### src/design/pbg_map.svh
`ifndef PBG_MAP_SVH
`define PBG_MAP_SVH

// -----------------------------------------------------------------
// Register indices (byte address is four times the index)
// -----------------------------------------------------------------
`define PBG_IDX_DISABLE_0 16'hf028
`define PBG_IDX_DISABLE_1 16'hf029
`define PBG_IDX_DISABLE_2 16'hf02a
`define PBG_IDX_DISABLE_3 16'hf02b
`define PBG_IDX_HELD 16'hf030
`define PBG_IDX_DROPPED 16'hf031

// -----------------------------------------------------------------
// Field positions
// -----------------------------------------------------------------
`define PBG_D0_TIMER_ZERO 0
`define PBG_D0_TIMER_ONE 1
`define PBG_D0_TIMER_TWO 2
`define PBG_D0_TIMER_THREE 3
`define PBG_D1_PWM 0
`define PBG_D1_KHZ_TIMER 4
`define PBG_D1_CAPTURE 6
`define PBG_D2_SYNC_SERIAL 0
`define PBG_D2_UART 2
`define PBG_D2_I2C 7
`define PBG_D3_BUZZER 0

// -----------------------------------------------------------------
// Reset values, sizes and timing counts
// -----------------------------------------------------------------
`define PBG_DISABLE_RST 8'h00
`define PBG_NUM_PERIPH 11
`define PBG_WAKE_CYCLES 2

`endif

### src/design/pbg_pkg.sv
package pbg_pkg;

   // Gate sequencer states of one peripheral
   typedef enum logic [1:0] {
      PBG_RUN,
      PBG_STOPPING,
      PBG_STOPPED,
      PBG_WAKING
   } pbg_gate_state_t;

   // Position of each peripheral in the gate vectors
   typedef enum logic [3:0] {
      PBG_P_TIMER_ZERO,
      PBG_P_TIMER_ONE,
      PBG_P_TIMER_TWO,
      PBG_P_TIMER_THREE,
      PBG_P_CAPTURE,
      PBG_P_KHZ_TIMER,
      PBG_P_PWM,
      PBG_P_I2C,
      PBG_P_UART,
      PBG_P_SYNC_SERIAL,
      PBG_P_BUZZER
   } pbg_periph_t;

endpackage

### src/design/pbg_top.sv
// The implementer's own choice: the Wishbone slave port.
`timescale 1ns/1ns
`include "pbg_map.svh"

module pbg_top
   import pbg_pkg::*;
#(
   parameter int ADDR_W = 18,
   parameter int WAKE_CYC = `PBG_WAKE_CYCLES
) (
   input wire logic clk,
   input wire logic arst_n,
   input wire logic wb_cyc,
   input wire logic wb_stb,
   input wire logic wb_we,
   input wire logic [ADDR_W-1:0] wb_adr,
   input wire logic [3:0] wb_sel,
   input wire logic [31:0] wb_dat_w,
   output logic [31:0] wb_dat_r,
   output logic wb_ack,
   output logic wb_err,
   input wire logic [`PBG_NUM_PERIPH-1:0] periph_we_req,
   input wire logic [`PBG_NUM_PERIPH-1:0][7:0] periph_rdata_raw,
   input wire logic [`PBG_NUM_PERIPH-1:0][7:0] periph_rdata_init,
   output logic [`PBG_NUM_PERIPH-1:0] periph_clk_en,
   output logic [`PBG_NUM_PERIPH-1:0] periph_rst_n,
   output logic [`PBG_NUM_PERIPH-1:0] periph_we,
   output logic [`PBG_NUM_PERIPH-1:0][7:0] periph_rdata
);

   localparam int NP = `PBG_NUM_PERIPH;
   localparam int WW = ADDR_W - 2;

   // -----------------------------------------------------------------
   // Helpers
   // -----------------------------------------------------------------

   // Word index match; the low two address bits select a byte only
   function automatic logic idx_hit(input logic [WW-1:0] w, input logic [15:0] idx);
      return w == WW'(idx);
   endfunction

   // Byte register merged into lane 0 of the read word
   function automatic logic [31:0] lane0(input logic [7:0] b);
      return {24'h000000, b};
   endfunction

   // -----------------------------------------------------------------
   // Storage
   // -----------------------------------------------------------------
   logic [7:0] block_disable_0_reg, block_disable_0_next;
   logic [7:0] block_disable_1_reg, block_disable_1_next;
   logic [7:0] block_disable_2_reg, block_disable_2_next;
   logic [7:0] block_disable_3_reg, block_disable_3_next;
   logic [NP-1:0] dropped_reg, dropped_next;
   logic wb_ack_next;
   logic wb_err_next;
   logic [31:0] wb_dat_r_next;

   // -----------------------------------------------------------------
   // Bus decode
   // -----------------------------------------------------------------

   // One request per handshake: nothing is taken while an answer is out
   wire bus_req = wb_cyc & wb_stb;
   wire take = bus_req & ~wb_ack & ~wb_err;
   wire [WW-1:0] word = wb_adr[ADDR_W-1:2];
   wire hit_d0 = idx_hit(word, `PBG_IDX_DISABLE_0);
   wire hit_d1 = idx_hit(word, `PBG_IDX_DISABLE_1);
   wire hit_d2 = idx_hit(word, `PBG_IDX_DISABLE_2);
   wire hit_d3 = idx_hit(word, `PBG_IDX_DISABLE_3);
   wire hit_held = idx_hit(word, `PBG_IDX_HELD);
   wire hit_drop = idx_hit(word, `PBG_IDX_DROPPED);
   wire mapped = hit_d0 | hit_d1 | hit_d2 | hit_d3 | hit_held | hit_drop;

   // Disable registers live in byte lane 0; a disable write without that lane is a no-op
   wire wr_lane0 = take & wb_we & wb_sel[0];
   wire wr_d0 = wr_lane0 & hit_d0;
   wire wr_d1 = wr_lane0 & hit_d1;
   wire wr_d2 = wr_lane0 & hit_d2;
   wire wr_d3 = wr_lane0 & hit_d3;
   wire wr_drop = take & wb_we & hit_drop;

   // Drop-clear mask spans two lanes since there are more than eight gates
   wire [NP-1:0] drop_clr = wr_drop ? wb_dat_w[NP-1:0] & {{(NP-8){wb_sel[1]}}, {8{wb_sel[0]}}}
                                    : '0;

   // -----------------------------------------------------------------
   // Disable register next values
   // -----------------------------------------------------------------

   assign block_disable_0_next = wr_d0 ? wb_dat_w[7:0] : block_disable_0_reg;
   assign block_disable_1_next = wr_d1 ? wb_dat_w[7:0] : block_disable_1_reg;
   assign block_disable_2_next = wr_d2 ? wb_dat_w[7:0] : block_disable_2_reg;
   assign block_disable_3_next = wr_d3 ? wb_dat_w[7:0] : block_disable_3_reg;

   always_ff @(posedge clk or negedge arst_n) begin
      if (!arst_n) begin
         block_disable_0_reg <= `PBG_DISABLE_RST;
         block_disable_1_reg <= `PBG_DISABLE_RST;
         block_disable_2_reg <= `PBG_DISABLE_RST;
         block_disable_3_reg <= `PBG_DISABLE_RST;
      end else begin
         block_disable_0_reg <= block_disable_0_next;
         block_disable_1_reg <= block_disable_1_next;
         block_disable_2_reg <= block_disable_2_next;
         block_disable_3_reg <= block_disable_3_next;
      end
   end

   // -----------------------------------------------------------------
   // Named disable fields
   // -----------------------------------------------------------------

   wire timer_zero_off = block_disable_0_reg[`PBG_D0_TIMER_ZERO];
   wire timer_one_off = block_disable_0_reg[`PBG_D0_TIMER_ONE];
   wire timer_two_off = block_disable_0_reg[`PBG_D0_TIMER_TWO];
   wire timer_three_off = block_disable_0_reg[`PBG_D0_TIMER_THREE];
   wire capture_off = block_disable_1_reg[`PBG_D1_CAPTURE];
   wire khz_timer_off = block_disable_1_reg[`PBG_D1_KHZ_TIMER];
   wire pwm_off = block_disable_1_reg[`PBG_D1_PWM];
   wire i2c_off = block_disable_2_reg[`PBG_D2_I2C];
   wire uart_off = block_disable_2_reg[`PBG_D2_UART];
   wire sync_serial_off = block_disable_2_reg[`PBG_D2_SYNC_SERIAL];
   wire buzzer_off = block_disable_3_reg[`PBG_D3_BUZZER];

   // Gate vector in the package's peripheral order
   wire [NP-1:0] off_vec;
   assign off_vec[PBG_P_TIMER_ZERO] = timer_zero_off;
   assign off_vec[PBG_P_TIMER_ONE] = timer_one_off;
   assign off_vec[PBG_P_TIMER_TWO] = timer_two_off;
   assign off_vec[PBG_P_TIMER_THREE] = timer_three_off;
   assign off_vec[PBG_P_CAPTURE] = capture_off;
   assign off_vec[PBG_P_KHZ_TIMER] = khz_timer_off;
   assign off_vec[PBG_P_PWM] = pwm_off;
   assign off_vec[PBG_P_I2C] = i2c_off;
   assign off_vec[PBG_P_UART] = uart_off;
   assign off_vec[PBG_P_SYNC_SERIAL] = sync_serial_off;
   assign off_vec[PBG_P_BUZZER] = buzzer_off;

   // -----------------------------------------------------------------
   // Per-peripheral gates
   // -----------------------------------------------------------------
   wire [NP-1:0] held_vec;

   for (genvar g = 0; g < NP; g++) begin : g_gate
      pbg_gate #(
         .WAKE_CYC(WAKE_CYC)
      ) u_gate (
         .clk(clk),
         .arst_n(arst_n),
         .off(off_vec[g]),
         .we_req(periph_we_req[g]),
         .rdata_raw(periph_rdata_raw[g]),
         .rdata_init(periph_rdata_init[g]),
         .clk_en_reg(periph_clk_en[g]),
         .rst_n_reg(periph_rst_n[g]),
         .we_reg(periph_we[g]),
         .rdata_reg(periph_rdata[g]),
         .held_reg(held_vec[g])
      );
   end

   // -----------------------------------------------------------------
   // Dropped-write record
   // -----------------------------------------------------------------

   // dropped writes seen
   // A write refused in the same cycle as the clear still leaves its mark
   wire [NP-1:0] drop_evt = periph_we_req & (off_vec | held_vec);
   assign dropped_next = (dropped_reg & ~drop_clr) | drop_evt;

   always_ff @(posedge clk or negedge arst_n) begin
      if (!arst_n) begin
         dropped_reg <= '0;
      end else begin
         dropped_reg <= dropped_next;
      end
   end

   // -----------------------------------------------------------------
   // Read mux and answer
   // -----------------------------------------------------------------

   // Held and dropped words are wider than a byte but still start at bit 0
   wire [31:0] held_word = {{(32-NP){1'b0}}, held_vec};
   wire [31:0] drop_word = {{(32-NP){1'b0}}, dropped_reg};
   wire [31:0] rd_word = hit_d0 ? lane0(block_disable_0_reg) :
                         hit_d1 ? lane0(block_disable_1_reg) :
                         hit_d2 ? lane0(block_disable_2_reg) :
                         hit_d3 ? lane0(block_disable_3_reg) :
                         hit_held ? held_word :
                         hit_drop ? drop_word : 32'h00000000;

   // Read data keeps its value until the next taken read request
   assign wb_dat_r_next = (take & ~wb_we) ? rd_word : wb_dat_r;
   assign wb_ack_next = take & mapped;
   assign wb_err_next = take & ~mapped;

   // Answer one cycle after the request is first seen, then drop it
   always_ff @(posedge clk or negedge arst_n) begin
      if (!arst_n) begin
         wb_ack <= 1'b0;
         wb_err <= 1'b0;
         wb_dat_r <= 32'h00000000;
      end else begin
         wb_ack <= wb_ack_next;
         wb_err <= wb_err_next;
         wb_dat_r <= wb_dat_r_next;
      end
   end

endmodule // pbg_top

### src/design/pbg_gate.sv
`timescale 1ns/1ns
`include "pbg_map.svh"

module pbg_gate
   import pbg_pkg::*;
#(
   parameter int WAKE_CYC = `PBG_WAKE_CYCLES
) (
   input wire logic clk,
   input wire logic arst_n,
   input wire logic off,
   input wire logic we_req,
   input wire logic [7:0] rdata_raw,
   input wire logic [7:0] rdata_init,
   output logic clk_en_reg,
   output logic rst_n_reg,
   output logic we_reg,
   output logic [7:0] rdata_reg,
   output logic held_reg
);

   localparam int CW = $clog2(WAKE_CYC + 1);

   pbg_gate_state_t state_reg, state_next;
   logic [CW-1:0] cnt_reg, cnt_next;
   wire run = (state_reg == PBG_RUN);

   // -----------------------------------------------------------------
   // Sequencer: reset goes on before the clock stops, and the clock
   // restarts before reset lifts, so synchronous resets see edges
   // -----------------------------------------------------------------
   always_comb begin
      state_next = state_reg;
      cnt_next = cnt_reg;
      unique case (state_reg)
         PBG_RUN: begin
            if (off) state_next = PBG_STOPPING;
         end
         PBG_STOPPING: begin
            state_next = PBG_STOPPED;
         end
         PBG_STOPPED: begin
            if (!off) begin
               state_next = PBG_WAKING;
               cnt_next = '0;
            end
         end
         PBG_WAKING: begin
            if (off) state_next = PBG_STOPPING;
            else if (cnt_reg == CW'(WAKE_CYC - 1)) state_next = PBG_RUN;
            else cnt_next = cnt_reg + 1'b1;
         end
      endcase
   end

   always_ff @(posedge clk or negedge arst_n) begin
      if (!arst_n) begin
         state_reg <= PBG_WAKING;
         cnt_reg <= '0;
         clk_en_reg <= 1'b1;
         rst_n_reg <= 1'b0;
         held_reg <= 1'b1;
      end else begin
         state_reg <= state_next;
         cnt_reg <= cnt_next;
         clk_en_reg <= (state_next != PBG_STOPPED);
         rst_n_reg <= (state_next == PBG_RUN);
         held_reg <= (state_next != PBG_RUN);
      end
   end

   always_ff @(posedge clk or negedge arst_n) begin
      if (!arst_n) begin
         we_reg <= 1'b0;
         rdata_reg <= 8'h00;
      end else begin
         we_reg <= we_req & ~off & run;
         rdata_reg <= (off | ~run) ? rdata_init : rdata_raw;
      end
   end

endmodule // pbg_gate

### config.mk
export PLATFORM = sky130hd
export DESIGN_NAME = pbg_top
export DESIGN_NICKNAME = d
export VERILOG_FILES = /design/src/design/pbg_pkg.sv /design/src/design/pbg_top.sv /design/src/design/pbg_gate.sv
export VERILOG_INCLUDE_DIRS = /design/src /design/src/design
export SDC_FILE = /design/constraint.sdc
export NUM_CORES = 1
export LEC_CHECK = 0
export ABC_AREA = 1
export ABC_CLOCK_PERIOD_IN_PS = 4280
export BUFFER_PORTS_ARGS = -buffer_cell sky130_fd_sc_hd__buf_2
export CAP_MARGIN = 20
export CORE_ASPECT_RATIO = 0.6
export CORE_UTILIZATION = 35
export DETAILED_ROUTE_END_ITERATION = 8
export PLACE_DENSITY = 0.64
export SKIP_LAST_GASP = 1
export SLEW_MARGIN = 20
export SYNTH_ARGS = -nofsm -noshare
export SYNTH_HDL_FRONTEND = slang
export SYNTH_SLANG_ARGS = --single-unit
### constraint.sdc
create_clock -name clk -period 4.28 [get_ports clk]
set_clock_uncertainty 0.05 [all_clocks]
set_input_delay 0 -clock clk [delete_from_list [all_inputs] [get_ports clk]]
set_output_delay 0 -clock clk [all_outputs]
set_load 0.01 [all_outputs]
==> results.toml <==
[drt]
drt-initial-drc-count = 400
post_drt_wl_per_cell_um = 14.5
vias = 8914
dr.pass1.iters = 5
wl_mm = 29.2
avgViaCountPerCell = 4.43
drc = 0
drtAntennaViolNets = 0

[sta]
rsz0062_at_grt = "no"
post-route-period-util_pct = 67.3
finalHoldViolations = 0
worstMarginPinSlew_ns = 0.903
setup_viol = 0
layout_setup_ws_ns = 1.40
max_freq_mhz = 347
slew_viol_final = 0
tns_ns = 0
maxSlewHeadroom_pct = 39.8
finalCriticalPeriod_ns = 2.88

[yosys]
synth_largest_area_cell = "dfrtp_1"
synthTopCellsByCount = "nand2_1 (229), dfrtp_1 (188), inv_1 (123), nor2_1 (82), mux2_2 (64)"
synth_seq_area_share_pct = 56.7
synthDistinctLibCells = 40
syn-instance-count = 1044
syn_area_per_cell_um2 = 9.90
yosysMostFrequentCell = "nand2_1"
synth_edf_count = 0
synth_area_um2 = 10300
async_flop_share_pct = 100
synthFlopType = "dfrtp_1"
ys_seq_elements = 232
yosys_warnings = 0
synth.area.top_cells = "dfrtp_1 (46%), dfstp_2 (11%), nand2_1 (8.3%)"
synth_top_area_share_pct = 45.5

[critical_path]
crit_start = "wb_ack"
arrival_ns = 3.25
start_kind = "flop"
r2r-start = "wb_ack"
slowest_delay_ns = 0.59
cp_num_buf_inv = 3
worstSetupEndpointType = "flop"
cp_slowest_cell = "dlygate4sd3_1"
crit_chain = "nor2_1, nand3_2, dlygate4sd3_1, inv_2, and3_4, nand2_1, o21ai_1, nand2_1, dlygate4sd3_1"
cp.required_ns = 4.65
cpLargestDelayFamily = "buffers and inverters"
r2r_slack_ns = 1.40
crit_fanout = 8
critical_path_class = "reg2reg"

[cts]
cts_buffers = 25
cts_tree = "done"
clk_pin_slew_ns = 0.07
h-tree-depth = 1
cts.sinks = 232
clockBufferDepth = 3
cts-root-buf = "clkbuf_16"
cts_setup_buffers = 0
clkLatencyLatePin_ns = 0.53

[floorplanning]
initial_utilization_pct = 35.8
die_h_um = 135
core_area_um2 = 28900
num_rows = 48
io_pins = 401
dieWidth_um = 224
design.die.area_um2 = 30200

[layout]
drive_gt1_share_pct = 35.4
final_cell_count_no_fill = 2010
largest_register_ff_count = 88
design_area_um2 = 15100
area_delta_synth_final_pct = 46.4
num-nets-final = 1847

[flow_run]
max_cap_violations = 0

[global_route]
antenna_found_initial = 2
grt_max_degree = 115
grt_pass1_vias = 8972
grt_usage_pct = 18.9
grt_pass1_wl_mm = 45.3
overflow = 0

[placed_design]
place_inst = 1754
place_ws_ns = 2.14
io_buffers = 354
dpl.hpwl_mm = 19.0
place_congestion = 0.830
dpl-instance-area_um2 = 12200

[worst_hold_path]
min_path_type = "in2async"

[pwr]
ir_worst_vdd_mv = 0.264
power_density_nw_per_um2 = 485
p_leak_uw = 0.00768
power_uw = 7340

[outcome]
outcome = "complete, no violations"
## power by group
group / switching (uW) / internal (uW)
registers: 221 / 2800
logic: 1150 / 982
clock network: 872 / 1310
total: 2240 / 5100
## cell usage in the layout, fill, tap and decap left out, types with 17 or more instances in the layout
master,Yosys,final
mux2_2,64,64
dlygate4sd3_1,0,209
nor2_1,82,82
dfstp_2,44,44
o21ai_1,29,29
inv_1,123,123
clkbuf_16,0,25
o21ai_2,24,24
conb_1,1,21
buf_2,1,353
nand2_1,229,229
o21ai_0,42,42
nand3_1,43,43
a21oi_1,17,17
dfrtp_1,188,188
## path summary, 6_finish.rpt
check	to	cells after the start
worst max-delay path	dropped_reg[5]	9
worst min-delay path	g_gate[0].u_gate.rdata_reg[5]	2
worst max register to register	dropped_reg[5]	9
worst min register to register	g_gate[10].u_gate.cnt_reg[0]	1
max in group asynchronous	g_gate[10].u_gate.cnt_reg[1]	3
min in group clk	wb_dat_r[5]	9
## stage by stage
stage / utilization, % / hold WS (ns)
floorplan: - / -0.346
global placement: 42.2 / 0.0457
detailed placement: 42.2 / 0.0566
CTS: 52.4 / 0.0153
global route: 52.4 / 0.0763
finish: 52.4 / 0.0225
## cell families after synthesis
| logic type | share of synthesized area [%] |
|---|---|
| other cells | 0.0363 |
| simple gates | 17.1 |
| flops | 56.7 |
| compound gates | 7.53 |
| fa+ha+maj | 1.33 |
| buf+inv | 10.0 |
| mux | 7.26 |
## layout make-up
class | count | area [um^2]
fill | 2553 | 13800
sequential | 232 | 5860
timing repair buffer | 566 | 3900
multi-input combinational | 625 | 3510
clock buffer | 38 | 744
inverter | 140 | 526
tap | 400 | 500
clock inverter | 7 | 87.6
antenna | 2 | 5.00
## what timing repair did
item                      in CTS  in global routing
hold endpoints to repair     246                  0
hold buffers                 209                  0
gates resized for setup        0                  0
## routing by layer
layer	vias up	part of all wire, %	global-route usage, %
li1	4366	-	-
met1	4204	43	23.8
met2	305	48	32.4
met3	39	6.8	5.07
met4	0	1.9	4.79
met5	-	0	0
(Power assumes the default switching activity.)
